<file path="src/pkg/ssd_pkg.sv">
// shared constants for the selcall / dtmf tone signalling block
package ssd_pkg;
    // apb register byte offsets
    localparam logic [7:0] ADR_MODE   = 8'h00; // operating_mode_register
    localparam logic [7:0] ADR_TXD    = 8'h04; // tx_data_zero_register
    localparam logic [7:0] ADR_ACTL   = 8'h08; // analogue_control_register
    localparam logic [7:0] ADR_PROG   = 8'h0c; // tone table programming
    localparam logic [7:0] ADR_DCFG   = 8'h10; // decoder bandwidth/threshold
    localparam logic [7:0] ADR_IRQ    = 8'h14; // interrupt_status_register
    localparam logic [7:0] ADR_STAT   = 8'h18; // aux_analogue_status_register
    // mode register bits
    localparam int MODE_TX_BIT = 0;
    localparam int MODE_DT_BIT = 9;
    localparam int MODE_SC_BIT = 10;
    // transmit data fields
    localparam int TXD_SINGLE_BIT = 4;
    localparam int TXD_TWIST_LSB  = 5;
    localparam int TXD_MUTE_BIT   = 7;
    // programming register fields
    localparam int PROG_IDX_LSB   = 16;
    // interrupt status bit for in-band tone events
    localparam int IRQ_TONE_BIT   = 3;
    // status code field positions
    localparam int STAT_CODE_LSB  = 8;
    localparam int STAT_GRP_LSB   = 13;
    // tone codes and groups
    localparam logic [4:0] CODE_NULL    = 5'h1f;
    localparam logic [4:0] CODE_UNKNOWN = 5'h1e;
    localparam logic [4:0] CODE_DT_NULL = 5'h10;
    localparam logic [2:0] GRP_SELCALL  = 3'h0;
    localparam logic [2:0] GRP_DTMF     = 3'h2;
    // operating band limits in hz
    localparam logic [11:0] BAND_MIN_HZ = 12'd288;
    localparam logic [11:0] BAND_MAX_HZ = 12'd3000;
    // reset values
    localparam logic [15:0] DCFG_RST = 16'h4014; // thr 0x40, bw 20 hz
    localparam logic [15:0] STAT_RST = {GRP_SELCALL, CODE_NULL, 8'h00};
    // default selcall tone set, entry n is tone code n
    localparam logic [11:0] TBL_RST [16] = '{
        12'd1981, 12'd1124, 12'd1197, 12'd1275, 12'd1358, 12'd1446,
        12'd1540, 12'd1640, 12'd1747, 12'd1860, 12'd2400, 12'd930,
        12'd2247, 12'd991,  12'd2110, 12'd1055};
    // dtmf row and column frequencies
    localparam logic [11:0] ROW_HZ [4] = '{12'd697, 12'd770, 12'd852, 12'd941};
    localparam logic [11:0] COL_HZ [4] = '{12'd1209, 12'd1336, 12'd1477,
                                           12'd1633};
    // dtmf code to row/column index
    localparam logic [1:0] DT_ROW [16] = '{2'd3, 2'd0, 2'd0, 2'd0, 2'd1, 2'd1,
        2'd1, 2'd2, 2'd2, 2'd2, 2'd3, 2'd3, 2'd3, 2'd0, 2'd1, 2'd2};
    localparam logic [1:0] DT_COL [16] = '{2'd3, 2'd0, 2'd1, 2'd2, 2'd0, 2'd1,
        2'd2, 2'd0, 2'd1, 2'd2, 2'd1, 2'd0, 2'd2, 2'd3, 2'd3, 2'd3};
    // scanner states
    typedef enum logic [0:0] {
        SCN_IDLE = 1'b0,
        SCN_RUN  = 1'b1
    } ssd_scan_t;
endpackage : ssd_pkg

</file>
<file path="src/hw/ssd_top.sv">
// selcall and dtmf in-band tone generation and detection with apb registers
//
// Behaviour
// - tones only within 288 to 3000 hz
// - reset loads default set, host may rewrite
// - mode bit 10 selects selcall
// - detection runs alongside untouched voice path
// - interrupt on every tone start, stop, change
// - table entry n defines tone code n
// - scan from entry zero, first match, irq
// - host programs decoder bandwidth and threshold
// - code 1f null, separate unknown code
// - code 14 is repeat, reported as received
// - selcall code bits 4-0, level from control
// - table accepts other sets, zero means none
// - mode bit 9 selects dtmf
// - dtmf detect sets irq and overwrites status
// - dtmf digit from transmit bits 3-0
// - dtmf codes map to row/column pairs
// - single tone: low for 0-7, high otherwise
// - twist from bits 6,5, level from control
// - bit 7 mutes the dtmf generator
//
// The register addresses and the APB register port were chosen for this implementation.
`timescale 1ns/100ps
module ssd_top #(
    parameter int FW          = 12,
    parameter int DTMF_TOL_HZ = 20
) (
    // clock and reset
    input  wire logic          clock_i,
    input  wire logic          rst_n_i,
    // apb slave
    input  wire logic          psel_i,
    input  wire logic          penable_i,
    input  wire logic          pwrite_i,
    input  wire logic [7:0]    paddr_i,
    input  wire logic [31:0]   pwdata_i,
    output logic               pready_o,
    output logic [31:0]        prdata_o,
    output logic               pslverr_o,
    // tone measurement from the receive filter chain
    input  wire logic          meas_valid_i,
    input  wire logic [FW-1:0] meas_freq_i,
    input  wire logic [7:0]    meas_level_i,
    input  wire logic          dtmf_valid_i,
    input  wire logic [FW-1:0] dtmf_low_hz_i,
    input  wire logic [FW-1:0] dtmf_high_hz_i,
    input  wire logic [7:0]    dtmf_level_i,
    // voice samples
    input  wire logic [15:0]   voice_i,
    output logic [15:0]        voice_o,
    // tone generator controls
    output logic [FW-1:0]      tone_a_hz_o,
    output logic [FW-1:0]      tone_b_hz_o,
    output logic               tone_a_en_o,
    output logic               tone_b_en_o,
    output logic [4:0]         tone_level_o,
    output logic [1:0]         twist_o,
    // tone event level
    output logic               irq_o
);
    import ssd_pkg::*;

    // registers
    logic [15:0]   mode_q;          // operating mode
    logic [7:0]    txd_q;           // transmit code and options
    logic [4:0]    actl_q;          // tone level
    logic [15:0]   dcfg_q;          // [7:0] bandwidth, [15:8] threshold
    logic [15:0]   irq_q;           // sticky event bits
    logic [15:0]   stat_q;          // group and tone code
    logic [FW-1:0] tbl_q [16];      // selcall tone table
    logic [4:0]    sc_last_q;       // last reported selcall code
    logic          sc_wait_q;       // scan in flight
    // apb decode
    logic          acc_go;          // access phase, answer not yet given
    logic          wr_en;           // write completes this edge
    logic          sel_mode, sel_txd, sel_actl, sel_prog;
    logic          sel_dcfg, sel_irq, sel_stat, sel_hit;
    logic [31:0]   rd_mux;          // read data selection
    // programming
    logic [3:0]    prog_idx;        // table entry written
    logic [FW-1:0] prog_hz;         // new frequency
    logic          prog_ok;         // value in band or zero
    // scanner link
    logic          scan_start, scan_done, scan_hit;
    logic [3:0]    scan_idx, scan_code;
    // receive events
    logic          sc_en, dt_en;
    logic          sc_quiet;        // measurement below threshold
    logic [4:0]    sc_new;          // selcall code of this result
    logic          sc_evt;          // result finished this cycle
    logic          sc_change;       // selcall state changed
    logic [4:0]    dt_code;         // dtmf detector code
    logic          dt_change;       // dtmf state changed
    logic          tone_evt;        // any in-band event
    // transmit selection
    logic          tx_on, sc_tx, dt_tx;
    logic [4:0]    tx_code;
    logic [1:0]    dt_r, dt_c;
    logic [FW-1:0] sc_hz;
    logic [FW-1:0] a_hz_d, b_hz_d;
    logic          a_en_d, b_en_d;

    // distance test for dtmf matching
    function automatic logic near(input logic [FW-1:0] a,
                                  input logic [FW-1:0] b);
        logic [FW-1:0] d;
        d = (a > b) ? a - b : b - a;
        return d <= FW'(DTMF_TOL_HZ);
    endfunction : near

    // apb address decode, one wait state per transfer
    assign acc_go   = psel_i && penable_i && !pready_o;
    assign wr_en    = psel_i && penable_i && pready_o && pwrite_i;
    assign sel_mode = (paddr_i == ADR_MODE);
    assign sel_txd  = (paddr_i == ADR_TXD);
    assign sel_actl = (paddr_i == ADR_ACTL);
    assign sel_prog = (paddr_i == ADR_PROG);
    assign sel_dcfg = (paddr_i == ADR_DCFG);
    assign sel_irq  = (paddr_i == ADR_IRQ);
    assign sel_stat = (paddr_i == ADR_STAT);
    assign sel_hit  = sel_mode | sel_txd | sel_actl | sel_prog
                    | sel_dcfg | sel_irq | sel_stat;
    assign rd_mux   = sel_mode ? {16'h0000, mode_q} :
                      sel_txd  ? {24'h000000, txd_q} :
                      sel_actl ? {27'h0000000, actl_q} :
                      sel_dcfg ? {16'h0000, dcfg_q} :
                      sel_irq  ? {16'h0000, irq_q} :
                      sel_stat ? {16'h0000, stat_q} : 32'h00000000;

    // apb answer: pready one cycle into the access phase
    always_ff @(posedge clock_i) begin
        if (!rst_n_i) begin
            pready_o  <= 1'b0;
            prdata_o  <= 32'h00000000;
            pslverr_o <= 1'b0;
        end else begin
            pready_o  <= acc_go;
            prdata_o  <= (acc_go && !pwrite_i) ? rd_mux : 32'h00000000;
            pslverr_o <= acc_go && !sel_hit;
        end
    end

    // control registers
    always_ff @(posedge clock_i) begin
        if (!rst_n_i) begin
            mode_q <= 16'h0000;
            txd_q  <= 8'h1f;
            actl_q <= 5'h00;
            dcfg_q <= DCFG_RST;
        end else if (wr_en) begin
            if (sel_mode) mode_q <= pwdata_i[15:0];
            if (sel_txd)  txd_q  <= pwdata_i[7:0];
            if (sel_actl) actl_q <= pwdata_i[4:0];
            if (sel_dcfg) dcfg_q <= pwdata_i[15:0];
        end
    end

    // out-of-band writes are ignored, zero allowed
    assign prog_idx = pwdata_i[PROG_IDX_LSB +: 4];
    assign prog_hz  = pwdata_i[FW-1:0];
    assign prog_ok  = (prog_hz == '0)
                    || (prog_hz >= BAND_MIN_HZ && prog_hz <= BAND_MAX_HZ);

    // default set at reset, entries rewritable
    // any standard set fits; zero entry is no tone
    for (genvar g = 0; g < 16; g++) begin : g_tbl
        always_ff @(posedge clock_i) begin
            if (!rst_n_i) begin
                tbl_q[g] <= TBL_RST[g];
            end else if (wr_en && sel_prog && prog_ok
                         && prog_idx == 4'(g)) begin
                tbl_q[g] <= prog_hz;
            end
        end
    end

    // receive enables; voice path is never gated by them
    // mode bit 10 selects selcall
    assign sc_en    = mode_q[MODE_SC_BIT];
    assign dt_en    = mode_q[MODE_DT_BIT];
    assign sc_quiet = meas_level_i < dcfg_q[15:8];
    // a loud measurement starts a table scan
    assign scan_start = sc_en && meas_valid_i && !sc_quiet && !sc_wait_q;

    // scanner index n reads entry n as code n
    ssd_scan #(
        .N  (16),
        .FW (FW)
    ) u_scan (
        .clock_i (clock_i),
        .rst_n_i (rst_n_i),
        .start_i (scan_start),
        .freq_i  (meas_freq_i),
        .bw_i    ({{(FW-8){1'b0}}, dcfg_q[7:0]}),
        .index_o (scan_idx),
        .entry_i (tbl_q[scan_idx]),
        .done_o  (scan_done),
        .hit_o   (scan_hit),
        .code_o  (scan_code)
    );

    // quiet gives null, unmatched gives unknown
    // repeat tone code passes through as any code
    assign sc_evt    = (sc_en && meas_valid_i && sc_quiet && !sc_wait_q)
                     || scan_done;
    assign sc_new    = scan_done ? (scan_hit ? {1'b0, scan_code}
                                             : CODE_UNKNOWN) : CODE_NULL;
    // report only a start, stop or change
    assign sc_change = sc_evt && (sc_new != sc_last_q);

    // dtmf pair lookup against row/column tables
    always_comb begin
        dt_code = CODE_DT_NULL;
        for (int k = 15; k >= 0; k--) begin
            if (near(dtmf_low_hz_i, ROW_HZ[DT_ROW[k]])
                && near(dtmf_high_hz_i, COL_HZ[DT_COL[k]])) begin
                dt_code = 5'(k);
            end
        end
        if (dtmf_level_i < dcfg_q[15:8]) begin
            dt_code = CODE_DT_NULL;
        end
    end

    assign dt_change = dt_en && dtmf_valid_i
                     && ({GRP_DTMF, dt_code} != stat_q[15:8]);
    assign tone_evt  = sc_change || dt_change;

    // scan tracking and last selcall state
    always_ff @(posedge clock_i) begin
        if (!rst_n_i) begin
            sc_wait_q <= 1'b0;
            sc_last_q <= CODE_NULL;
        end else begin
            sc_wait_q <= scan_start || (sc_wait_q && !scan_done);
            if (sc_evt) sc_last_q <= sc_new;
        end
    end

    // dtmf result overwrites any selcall code
    always_ff @(posedge clock_i) begin
        if (!rst_n_i) begin
            stat_q <= STAT_RST;
        end else if (dt_change) begin
            stat_q <= {GRP_DTMF, dt_code, 8'h00};
        end else if (sc_change) begin
            stat_q <= {GRP_SELCALL, sc_new, 8'h00};
        end
    end

    // sticky status, write one clears, a new event wins
    always_ff @(posedge clock_i) begin
        if (!rst_n_i) begin
            irq_q <= 16'h0000;
            irq_o <= 1'b0;
        end else begin
            if (wr_en && sel_irq) irq_q <= irq_q & ~pwdata_i[15:0];
            // tone state change raises the event bit
            if (tone_evt) irq_q[IRQ_TONE_BIT] <= 1'b1;
            irq_o <= tone_evt || (irq_q[IRQ_TONE_BIT]
                     && !(wr_en && sel_irq && pwdata_i[IRQ_TONE_BIT]));
        end
    end

    // voice passes through with fixed one-cycle delay
    always_ff @(posedge clock_i) begin
        if (!rst_n_i) begin
            voice_o <= 16'h0000;
        end else begin
            voice_o <= voice_i;
        end
    end

    // transmit selection; selcall wins if the host sets both
    assign tx_on   = mode_q[MODE_TX_BIT];
    assign sc_tx   = tx_on && sc_en;
    assign dt_tx   = tx_on && dt_en && !sc_en;
    assign tx_code = txd_q[4:0];
    // selcall code from bits 4-0, table lookup
    assign sc_hz   = tbl_q[tx_code[3:0]];
    assign dt_r    = DT_ROW[tx_code[3:0]];
    assign dt_c    = DT_COL[tx_code[3:0]];

    // generator selection
    always_comb begin
        a_hz_d = '0;
        b_hz_d = '0;
        a_en_d = 1'b0;
        b_en_d = 1'b0;
        if (sc_tx) begin
            // codes above the table (null) emit nothing
            a_hz_d = sc_hz;
            a_en_d = !tx_code[4] && (sc_hz != '0);
        end else if (dt_tx) begin
            a_hz_d = ROW_HZ[dt_r];
            b_hz_d = COL_HZ[dt_c];
            // single tone picks low or high by code
            a_en_d = !txd_q[TXD_MUTE_BIT]
                   && (!txd_q[TXD_SINGLE_BIT] || !tx_code[3]);
            b_en_d = !txd_q[TXD_MUTE_BIT]
                   && (!txd_q[TXD_SINGLE_BIT] || tx_code[3]);
        end
    end

    // outputs follow held registers until rewritten
    always_ff @(posedge clock_i) begin
        if (!rst_n_i) begin
            tone_a_hz_o  <= '0;
            tone_b_hz_o  <= '0;
            tone_a_en_o  <= 1'b0;
            tone_b_en_o  <= 1'b0;
            tone_level_o <= 5'h00;
            twist_o      <= 2'h0;
        end else begin
            tone_a_hz_o  <= a_hz_d;
            tone_b_hz_o  <= b_hz_d;
            tone_a_en_o  <= a_en_d;
            tone_b_en_o  <= b_en_d;
            // level from control, twist from bits 6,5
            tone_level_o <= (sc_tx || dt_tx) ? actl_q : 5'h00;
            twist_o      <= dt_tx ? txd_q[TXD_TWIST_LSB +: 2] : 2'h0;
        end
    end
endmodule : ssd_top

</file>
<file path="src/hw/ssd_scan.sv">
// sequential first-match scanner over the selcall tone table
`timescale 1ns/100ps
module ssd_scan #(
    parameter int N  = 16,
    parameter int FW = 12
) (
    // clock and reset
    input  wire logic          clock_i,
    input  wire logic          rst_n_i,
    // request
    input  wire logic          start_i,
    input  wire logic [FW-1:0] freq_i,
    input  wire logic [FW-1:0] bw_i,
    // table access
    output logic [3:0]         index_o,
    input  wire logic [FW-1:0] entry_i,
    // result
    output logic               done_o,
    output logic               hit_o,
    output logic [3:0]         code_o
);
    import ssd_pkg::*;

    ssd_scan_t       state_q;  // idle or scanning
    logic [FW-1:0]   freq_q;   // frequency under test
    logic [FW-1:0]   diff;     // distance to current entry
    logic            match;    // current entry is within bandwidth
    logic            last;     // last entry reached

    // zero entries mean no tone and never match
    assign diff  = (entry_i > freq_q) ? entry_i - freq_q : freq_q - entry_i;
    assign match = (entry_i != '0) && (diff <= bw_i);
    assign last  = (index_o == 4'(N - 1));

    // one entry per cycle, lowest index wins
    always_ff @(posedge clock_i) begin
        if (!rst_n_i) begin
            state_q <= SCN_IDLE;
            freq_q  <= '0;
            index_o <= 4'h0;
            done_o  <= 1'b0;
            hit_o   <= 1'b0;
            code_o  <= 4'h0;
        end else begin
            done_o <= 1'b0;
            case (state_q)
                SCN_IDLE: begin
                    if (start_i) begin
                        freq_q  <= freq_i;
                        index_o <= 4'h0;
                        state_q <= SCN_RUN;
                    end
                end
                SCN_RUN: begin
                    if (match || last) begin
                        done_o  <= 1'b1;
                        hit_o   <= match;
                        code_o  <= index_o;
                        state_q <= SCN_IDLE;
                    end else begin
                        index_o <= index_o + 4'h1;
                    end
                end
                default: state_q <= SCN_IDLE;
            endcase
        end
    end
endmodule : ssd_scan

</file>
<file path="config.mk">
export PLATFORM = sky130hd
export DESIGN_NAME = ssd_top
export DESIGN_NICKNAME = d
export VERILOG_FILES = /design/src/pkg/ssd_pkg.sv /design/src/hw/ssd_top.sv /design/src/hw/ssd_scan.sv
export SDC_FILE = /design/constraint.sdc
export NUM_CORES = 1
export LEC_CHECK = 0
export ABC_AREA = 0
export BUFFER_PORTS_ARGS = -buffer_cell sky130_fd_sc_hd__clkbuf_2
export CORE_MARGIN = 4
export CORE_UTILIZATION = 40
export CTS_CLUSTER_SIZE = 24
export DETAILED_ROUTE_END_ITERATION = 10
export HOLD_SLACK_MARGIN = 0.15
export PLACE_DENSITY_LB_ADDON = 0.2
export SLEW_MARGIN = 20
export SYNTH_ARGS = -nofsm -noshare
export SYNTH_HDL_FRONTEND = slang
export SYNTH_SLANG_ARGS = --single-unit
</file>
<file path="constraint.sdc">
create_clock -name clock_i -period 9.7 [get_ports clock_i]
set_clock_uncertainty 0.15 [all_clocks]
set_input_delay 0.97 -clock clock_i [delete_from_list [all_inputs] [get_ports clock_i]]
set_output_delay 0.97 -clock clock_i [all_outputs]
set_load 0.02 [all_outputs]
</file>
-- After elaboration in Yosys (flattened, before gate mapping)
Memory sizes are Yosys's and may differ from the RTL's. A register that Yosys moved wholly into a read port is not among the register bits.
Cells that the tools add are included.
W data, S select, Z words.
- register bits: 180
- bits in latches: 0
- bits in writable memories: 192
- bits in read-only memories: 64
- input port bits: 115
- output and inout port bits: 84
- logic and storage cells: 359
- memories kept: 3
- add/subtract/negate cells: 19
- $mul: 0
- div/mod/pow operators: 0
- $lt $le $gt $ge: 25
- equal/unequal tests: 26
- shifts and indexed selects: 0
- muxes and demuxes: 128
- bitwise gates (word level): 31
- reduce and logical (&&, ||, !) cells: 100
- memories (memory ; words ; bits a word ; rd ports ; clocked after memory_dff ; wr ports ; RTL line ; RTL):
    tbl_q ; 16 ; 12 ; 2 ; 2 ; 16 ; ssd_top.sv:72 ; logic [FW-1:0] tbl_q [16];
    (no name shown) ; 16 ; 2 ; 1 ; 0 ; 0 ; ssd_top.sv:284 ; assign dt_c = DT_COL[tx_code[3:0]];
    (no name shown) ; 16 ; 2 ; 1 ; 0 ; 0 ; ssd_top.sv:283 ; assign dt_r = DT_ROW[tx_code[3:0]];
- operators with widths (cell ; number):
    $mux W12 ; 31
    $le A12 B5 Y1 const B ; 8
    $mux W5 ; 19
    $mux W16 ; 5
    $logic_and A1 B1 Y1 ; 60
    $mux W1 ; 55
    $bmux W12 S2 ; 2
    $gt A12 B10 Y1 const B ; 4
    $gt A12 B11 Y1 const B ; 4
    $sub A10 B12 Y12 const A ; 4
    $sub A11 B12 Y12 const A ; 4
    $sub A12 B10 Y12 const B ; 4
    $sub A12 B11 Y12 const B ; 4
    $mux W15 ; 3
    $eq A4 B4 Y1 const B ; 9
    $mux W4 ; 7
    $eq A8 B5 Y1 const B ; 3
    $reduce_bool A12 Y1 ; 2
    $sub A12 B12 Y12 ; 2
    $or A1 B1 Y1 ; 22
    $reduce_and A2 Y1 ; 11
    $and A16 B16 Y16 ; 1
    $eq A4 B3 Y1 const B ; 4
    $eq A8 B4 Y1 const B ; 2
    other kinds (29) ; 59

-- Logic depth before layout (Yosys ltp)
Gate-level depths: netlist (run 1).
- depth after elaboration: 25
- depth in mapped cells: 30
- gate-level depth less buffers: 27

-- By module
From an unflattened synthesis (run 1), not the netlist that was laid out.
- cells, all modules: 2350
- area total of the unflattened synthesis: 23107.2 um2
- modules (own cells, without submodules) (module ; times used ; cells each ; area each (um2) ; seq. area each (um2)):
    ssd_top ; 1 ; 2031 ; 20647.3 ; 8608.3
    ssd_scan ; 1 ; 319 ; 2459.9 ; 460.4

-- Least setup slack after synthesis (run 1)
No wires, ideal clock.
- kind: register to register
- from: register with a tool-made name
- to: register with a tool-made name
- setup time: 0.097 ns
- data arrival time: 7.244 ns
- required time: 9.453 ns
- setup slack: 2.209 ns
- cell stages (with the launch flop): 29
- buffers on the path: 4
- period minus slack after synthesis: 7.491 ns
- path through: dfxtp_1 > buf_1 > buf_1 > mux4_2 > mux4_2 > fa_1 > a21o_1 > a21o_1 > a21o_1 > a21o_1 > a2111oi_0 > or2_2 > clkbuf_1 > clkbuf_1 > mux2_2 > ha_1 > nor2b_1 > o21a_1 > o21a_1 > o21a_1 > o21ai_0 > nand2b_1 > a21oi_1 > nor2b_1 > o22ai_1 > and3_1 > nand4_1 > and4b_1 > a211oi_1

==> results of run 1 <==
critical path: cells and delay by family, from the launching register on:
family / cells / cell delay (ns)
multiplexers: 3 / 1.51
buffers and inverters: 1 / 0.36
flip-flops: 1 / 0.79
AND/OR/NAND/NOR: 7 / 1.63
adder cells (fa/ha/maj): 2 / 0.69
AO/OA/AOI/OAI: 12 / 2.41
per-stage QoR:
stage	setup WS (ns)	utilization (%)	total power, mW	std cells
floorplan	2.21	-	1.91	2312
global placement	2.20	42.7	2.02	3072
detailed placement	2.05	42.7	2.02	3072
CTS	2.01	45.3	3.69	3152
global route	1.55	45.3	3.78	3153
finish	2.04	45.3	3.66	3153
metal layers:
layer  up-vias  wire length [um]
met5         -                 0
met4         0              1840
met3       104              4840
met2       826             34200
met1      9424             31200
li1       8682                 -
power groups by stage:
stage	logic, mW	clock network (mW)	registers (mW)
finish	0.364	1.67	1.63
floorplan	0.242	0	1.67
global route	0.395	1.75	1.63
CTS	0.360	1.69	1.63
detailed placement	0.359	0	1.67
global placement	0.354	0	1.66
final cells by class:
type,instances,area [um2]
fill,5372,30800
timing repair buffer,204,1130
clock inverter,23,228
tap,756,946
inverter,88,330
clock buffer,57,1210
sequential,361,9160
multi-input combinational,1664,12500
registers in the layout, indices dropped and copies added, names as in the netlist, 2 cells and up, named ones only:
name,cells
sc_last_q,5
tone_a_hz_o,12
u_scan.index_o,4
tone_level_o,5
actl_q,5
txd_q,8
irq_q,16
twist_o,2
tbl_q,192
mode_q,16
stat_q,6
voice_o,16
dcfg_q,16
prdata_o,16
u_scan.code_o,4
u_scan.freq_q,12
tone_b_hz_o,9
kinds of logic (layout without fill, tap and decap cells):
group                      after synthesis  after routing  share of synthesized area, %
AOI/OAI and AO/OA                      526            526                          15.7
xor gates and xnor gates                33             33                          1.27
adders and majority gates               77             77                          4.29
buffers and inverters                  287            372                          5.21
DFF                                    361            361                          40.1
muxes                                  163            163                          13.8
other                                    1             18                        0.0164
and+or+nand+nor                        847            847                          19.6
worst max path at each step:
stage / slack [ns] / startpoint / end / cells past startpoint
detailed placement: 2.05 / flip-flop / u_scan.index_o[3] / 25
floorplan: 2.21 / flip-flop / flip-flop / 28
global route: 1.55 / flip-flop / flip-flop / 25
CTS: 2.01 / flip-flop / flip-flop / 25
finish: 2.04 / flip-flop / flip-flop / 25
global placement: 2.20 / flip-flop / flip-flop / 25
placed cells by master, fill, tap and decap left out, drive strengths merged, types with 24 or more instances in the layout:
cell type / count
a21o: 46
a21oi: 129
a31oi: 27
and2: 111
buf: 37
clkbuf: 224
dfxtp: 169
edfxtp: 192
ha: 75
inv: 89
mux2i: 40
mux4: 120
nand2: 245
nand2b: 29
nand3: 46
nor2: 125
nor2b: 25
nor3: 54
o21ai: 108
or3: 85
xnor2: 24
==> results.json, run 1 <==
{
  "dieWidth_um": 247,
  "io_pins": 199,
  "drc": 0,
  "slowest_stage": "dfxtp_4",
  "drt_pass1_iterations": 6,
  "ys_warn_count": 0,
  "totalNegativeSetupSlack_ns": 0,
  "grt-ovfl-total": 0,
  "ys_seq_area_share_pct": 40.1,
  "critical_path_required_ns": 10.01,
  "hp-start": "irq_q[6]",
  "root_buffer": "clkbuf_16",
  "timing.critical_path.fanout_max": 31,
  "setup_viol": 0,
  "met3_usage_pct": 2.65,
  "pwr-share-comb_pct": 9.9,
  "routed-via-count": 19000,
  "post-cts-setup-buffers": 0,
  "fmax_mhz": 130,
  "synth_cell_types": 112,
  "syn_area_per_cell_um2": 9.93,
  "design_area_um2": 25500,
  "numPortBuffers": 168,
  "synthFlopType": "edfxtp_1",
  "yosys.area.top_type_share_pct": 25.3,
  "cts_tree": "done",
  "grt_pass1_wl_um": 110000,
  "cts_max_level": 2,
  "grt_max_degree": 59,
  "rsz0062_at_grt": "no",
  "post_cts_resized": 0,
  "pwr_density_cell_nw_per_um2": 143,
  "drt-vias-per-instance": 6.04,
  "die_area_um2": 60900,
  "area_growth_pct": 12.0,
  "pwr-share-seq_pct": 44.6,
  "worstPathArrival_ns": 7.98,
  "p_clk_share_pct": 45.5,
  "hold_path_class": "flip-flop to flip-flop",
  "final_hold_viol_count": 0,
  "antenna_found_initial": 0,
  "detail_route.iter0.violations": 1807,
  "max_stage_delay_ns": 0.79,
  "holdPathStages": 2,
  "n_antenna_cell": 0,
  "grt_usage_pct": 23.1,
  "synthCells": 2295,
  "netlist_top_cells_count": "nand2_1, edfxtp_1, dfxtp_1",
  "relSlewSlack_pct": 35.1,
  "synthArstFlopShare_pct": 0,
  "ant_nets": 0,
  "ir_drop_v": 0.000132,
  "wire_per_inst_um": 22.9,
  "postRouteWirelength_um": 72100,
  "cp-start-kind": "flip-flop",
  "r2r_setup_slack_ns": 2.04,
  "holdWs_ns": 0.281,
  "cts_buffers": 43,
  "hold_buffers": 0,
  "leakagePower_nw": 9.05,
  "nNetsFinal": 2554,
  "initial_core_util_pct": 40.4,
  "synth_most_common_cell": "nand2_1",
  "path_clk_slew_ns": 0.06,
  "fin_crit_ns": 7.66,
  "hold-path-endpoint": "irq_q[6]",
  "synth_top_area_cell": "edfxtp_1",
  "dpl.hpwl_um": 49600,
  "chipHeight_um": 247,
  "cts.sinks": 361,
  "worstSetupPathType": "flip-flop to flip-flop",
  "place_congestion": 0.892,
  "clk_latency_ns": 0.57,
  "p_sw_share_pct": 25.4,
  "cap_violations": 0,
  "use_met2_pct": 38.6,
  "ctsLongestPathBuffers": 3,
  "internal-power_mw": 2.73,
  "status": "complete, no violations",
  "core-area_um2": 56400,
  "grt_use_met1_pct": 32.0,
  "fin_crit_sh_pct": 79.0,
  "synth-edff-count": 192,
  "ys_ff_latch": 361,
  "grt-busiest-layer": "met2",
  "dpl_cell_area_um2": 24100,
  "end_kind": "flip-flop",
  "tightestPinTransition_ns": 0.973,
  "grt_pass1_vias": 18300,
  "rows": 87,
  "ff2ff_path_depth": 25,
  "drive_gt1_share_pct": 19.0,
  "cpMostUsedCell": "a21o_1",
  "synthTopCellsByArea": "edfxtp_1, dfxtp_1, mux4_2",
  "p_sw_uw": 932,
  "synth_area_um2": 22800,
  "maxSlewViolCount": 0
}
No activity file was read; power rests on OpenSTA's default activity.
==> inputs of run 2 (changes only) <==
- clock period: 9.7 -> 6.14 ns (I/O delays scaled with it)
==> results.json, run 2 (same netlist as run 1, synthesis figures left out) <==
{
  "status": "complete, but fails checks",
  "violations": "negative setup slack",
  "dpl.hpwl_um": 50800,
  "r2r_setup_slack_ns": -0.09,
  "wire_per_inst_um": 22.4,
  "grt-busiest-layer": "met2",
  "ir_drop_v": 0.000188,
  "holdPathStages": 3,
  "n_antenna_cell": 0,
  "worstPathArrival_ns": 6.53,
  "area_growth_pct": 15.7,
  "cap_violations": 0,
  "fin_crit_ns": 6.23,
  "critical_path_required_ns": 6.44,
  "rsz0062_at_grt": "yes",
  "routed-via-count": 19500,
  "layout_common_cells": "nand2_1, edfxtp_1, clkbuf_2, dfxtp_1, a21oi_1",
  "timing.critical_path.fanout_max": 5,
  "clk_latency_ns": 0.57,
  "largest_register_ffs": 192,
  "root_buffer": "clkbuf_16",
  "cts_max_level": 2,
  "grt_usage_pct": 23.0,
  "place_congestion": 0.891,
  "pwr_density_cell_nw_per_um2": 219,
  "slowest_stage": "mux4_2",
  "worstSetupPathType": "flip-flop to flip-flop",
  "dpl_cell_area_um2": 24400,
  "ctsLongestPathBuffers": 3,
  "dieWidth_um": 247,
  "relSlewSlack_pct": 25.3,
  "maxSlewViolCount": 0,
  "cp-start-kind": "flip-flop",
  "grt_pass1_vias": 18900,
  "fmax_mhz": 160,
  "cpMostUsedCell": "a21o_1",
  "end_kind": "flip-flop",
  "chipHeight_um": 247,
  "holdWs_ns": 0.174,
  "grt-ovfl-total": 0,
  "grt_pass1_wl_um": 111000,
  "postLayoutCoreUtil_pct": 46.8,
  "top_register": "tbl_q",
  "hp-start": "meas_freq_i[10]",
  "totalNegativeSetupSlack_ns": -0.700,
  "cts.sinks": 361,
  "finalWorstSetupSlack_ns": -0.0922,
  "path_clk_slew_ns": 0.06,
  "fin_cells": 3226,
  "dp.cells": 3113,
  "r2r-end": "u_scan.state_q",
  "cts_buffers": 41,
  "drc": 0,
  "cts_tree": "done",
  "core-area_um2": 56400,
  "multiInputGateArea_um2": 12700,
  "numPortBuffers": 168,
  "grt_use_met1_pct": 31.6,
  "hold-path-endpoint": "u_scan.freq_q[10]",
  "antenna_found_initial": 1,
  "drive_gt1_share_pct": 21.5,
  "fillers": 5264,
  "max_stage_delay_ns": 0.55,
  "hold_path_class": "primary input to flip-flop",
  "die_area_um2": 60900,
  "detail_route.iter0.violations": 1870,
  "ff2ff_path_depth": 29,
  "final_common_cell": "nand2_1",
  "grt_max_degree": 58,
  "nNetsFinal": 2629,
  "tightestPinTransition_ns": 1.11,
  "drt-vias-per-instance": 6.03,
  "initial_core_util_pct": 40.4,
  "leakagePower_nw": 9.44,
  "final_hold_viol_count": 0,
  "rows": 87,
  "setup_viol": 13,
  "design_area_um2": 26400,
  "seq_area_um2": 9160,
  "met3_usage_pct": 4.19,
  "ant_nets": 0,
  "drt_pass1_iterations": 6,
  "use_met2_pct": 38.4,
  "fin_crit_sh_pct": 102,
  "postRouteWirelength_um": 72100,
  "io_pins": 199
}
## run 2: routing by layer
| layer | part of all wire (%) | wire [um] |
|---|---|---|
| met1 | 43 | 30700 |
| met2 | 48 | 34500 |
| met3 | 7.8 | 5630 |
| met4 | 1.8 | 1280 |
| met5 | 0 | 0 |
## run 2: critical path, delay by kind of cell (launching register included)
kind,cells,cell delay (ns)
compound gates,12,2.18
mux,3,1.39
simple gates,7,0.93
fa+ha+maj,3,0.69
buf+inv,4,0.42
flops,1,0.36
## run 2: per-stage QoR
step           worst slack [ns]  power, mW
2_1_floorplan           0.00971       3.02
3_3_place_gp             -0.133       3.19
3_5_place_dp             -0.262       3.20
4_1_cts                 -0.0499       5.81
5_1_grt                  -0.331       5.97
6_report                -0.0922       5.79
## run 2: layout make-up
class                           instances  share of cell area [%]
Clock inverter                         27                    1.23
Clock buffer                           49                    4.24
Tap cell                              756                    3.59
Timing Repair Buffer                  281                    6.84
Inverter                               88                    1.25
Sequential cell                       361                    34.7
Multi-Input combinational cell       1664                    48.1
## run 2: repair_timing
action                     in CTS  in global routing
gates cloned                    0                  1
hold buffers                   28                  0
setup buffers                   5                  2
resized for setup              12                 14
setup endpoints to repair      15                 15
hold endpoints to repair       28                  0
pin swaps                       1                  8
## run 2: how the worst max path moves through the flow
stage	from	end	slack, ns	cells past startpoint
after floorplan	flip-flop	flip-flop	0.01	30
after global placement	flip-flop	flip-flop	-0.13	26
after detailed placement	flip-flop	flip-flop	-0.26	26
after CTS	flip-flop	flip-flop	-0.05	29
after global routing	flip-flop	u_scan.index_o[3]	-0.33	29
final	flip-flop	u_scan.state_q	-0.09	29
## run 2: power by group
part           internal (mW)  switching (mW)
logic                  0.211           0.387
clock network           1.56            1.04
registers               2.56          0.0158
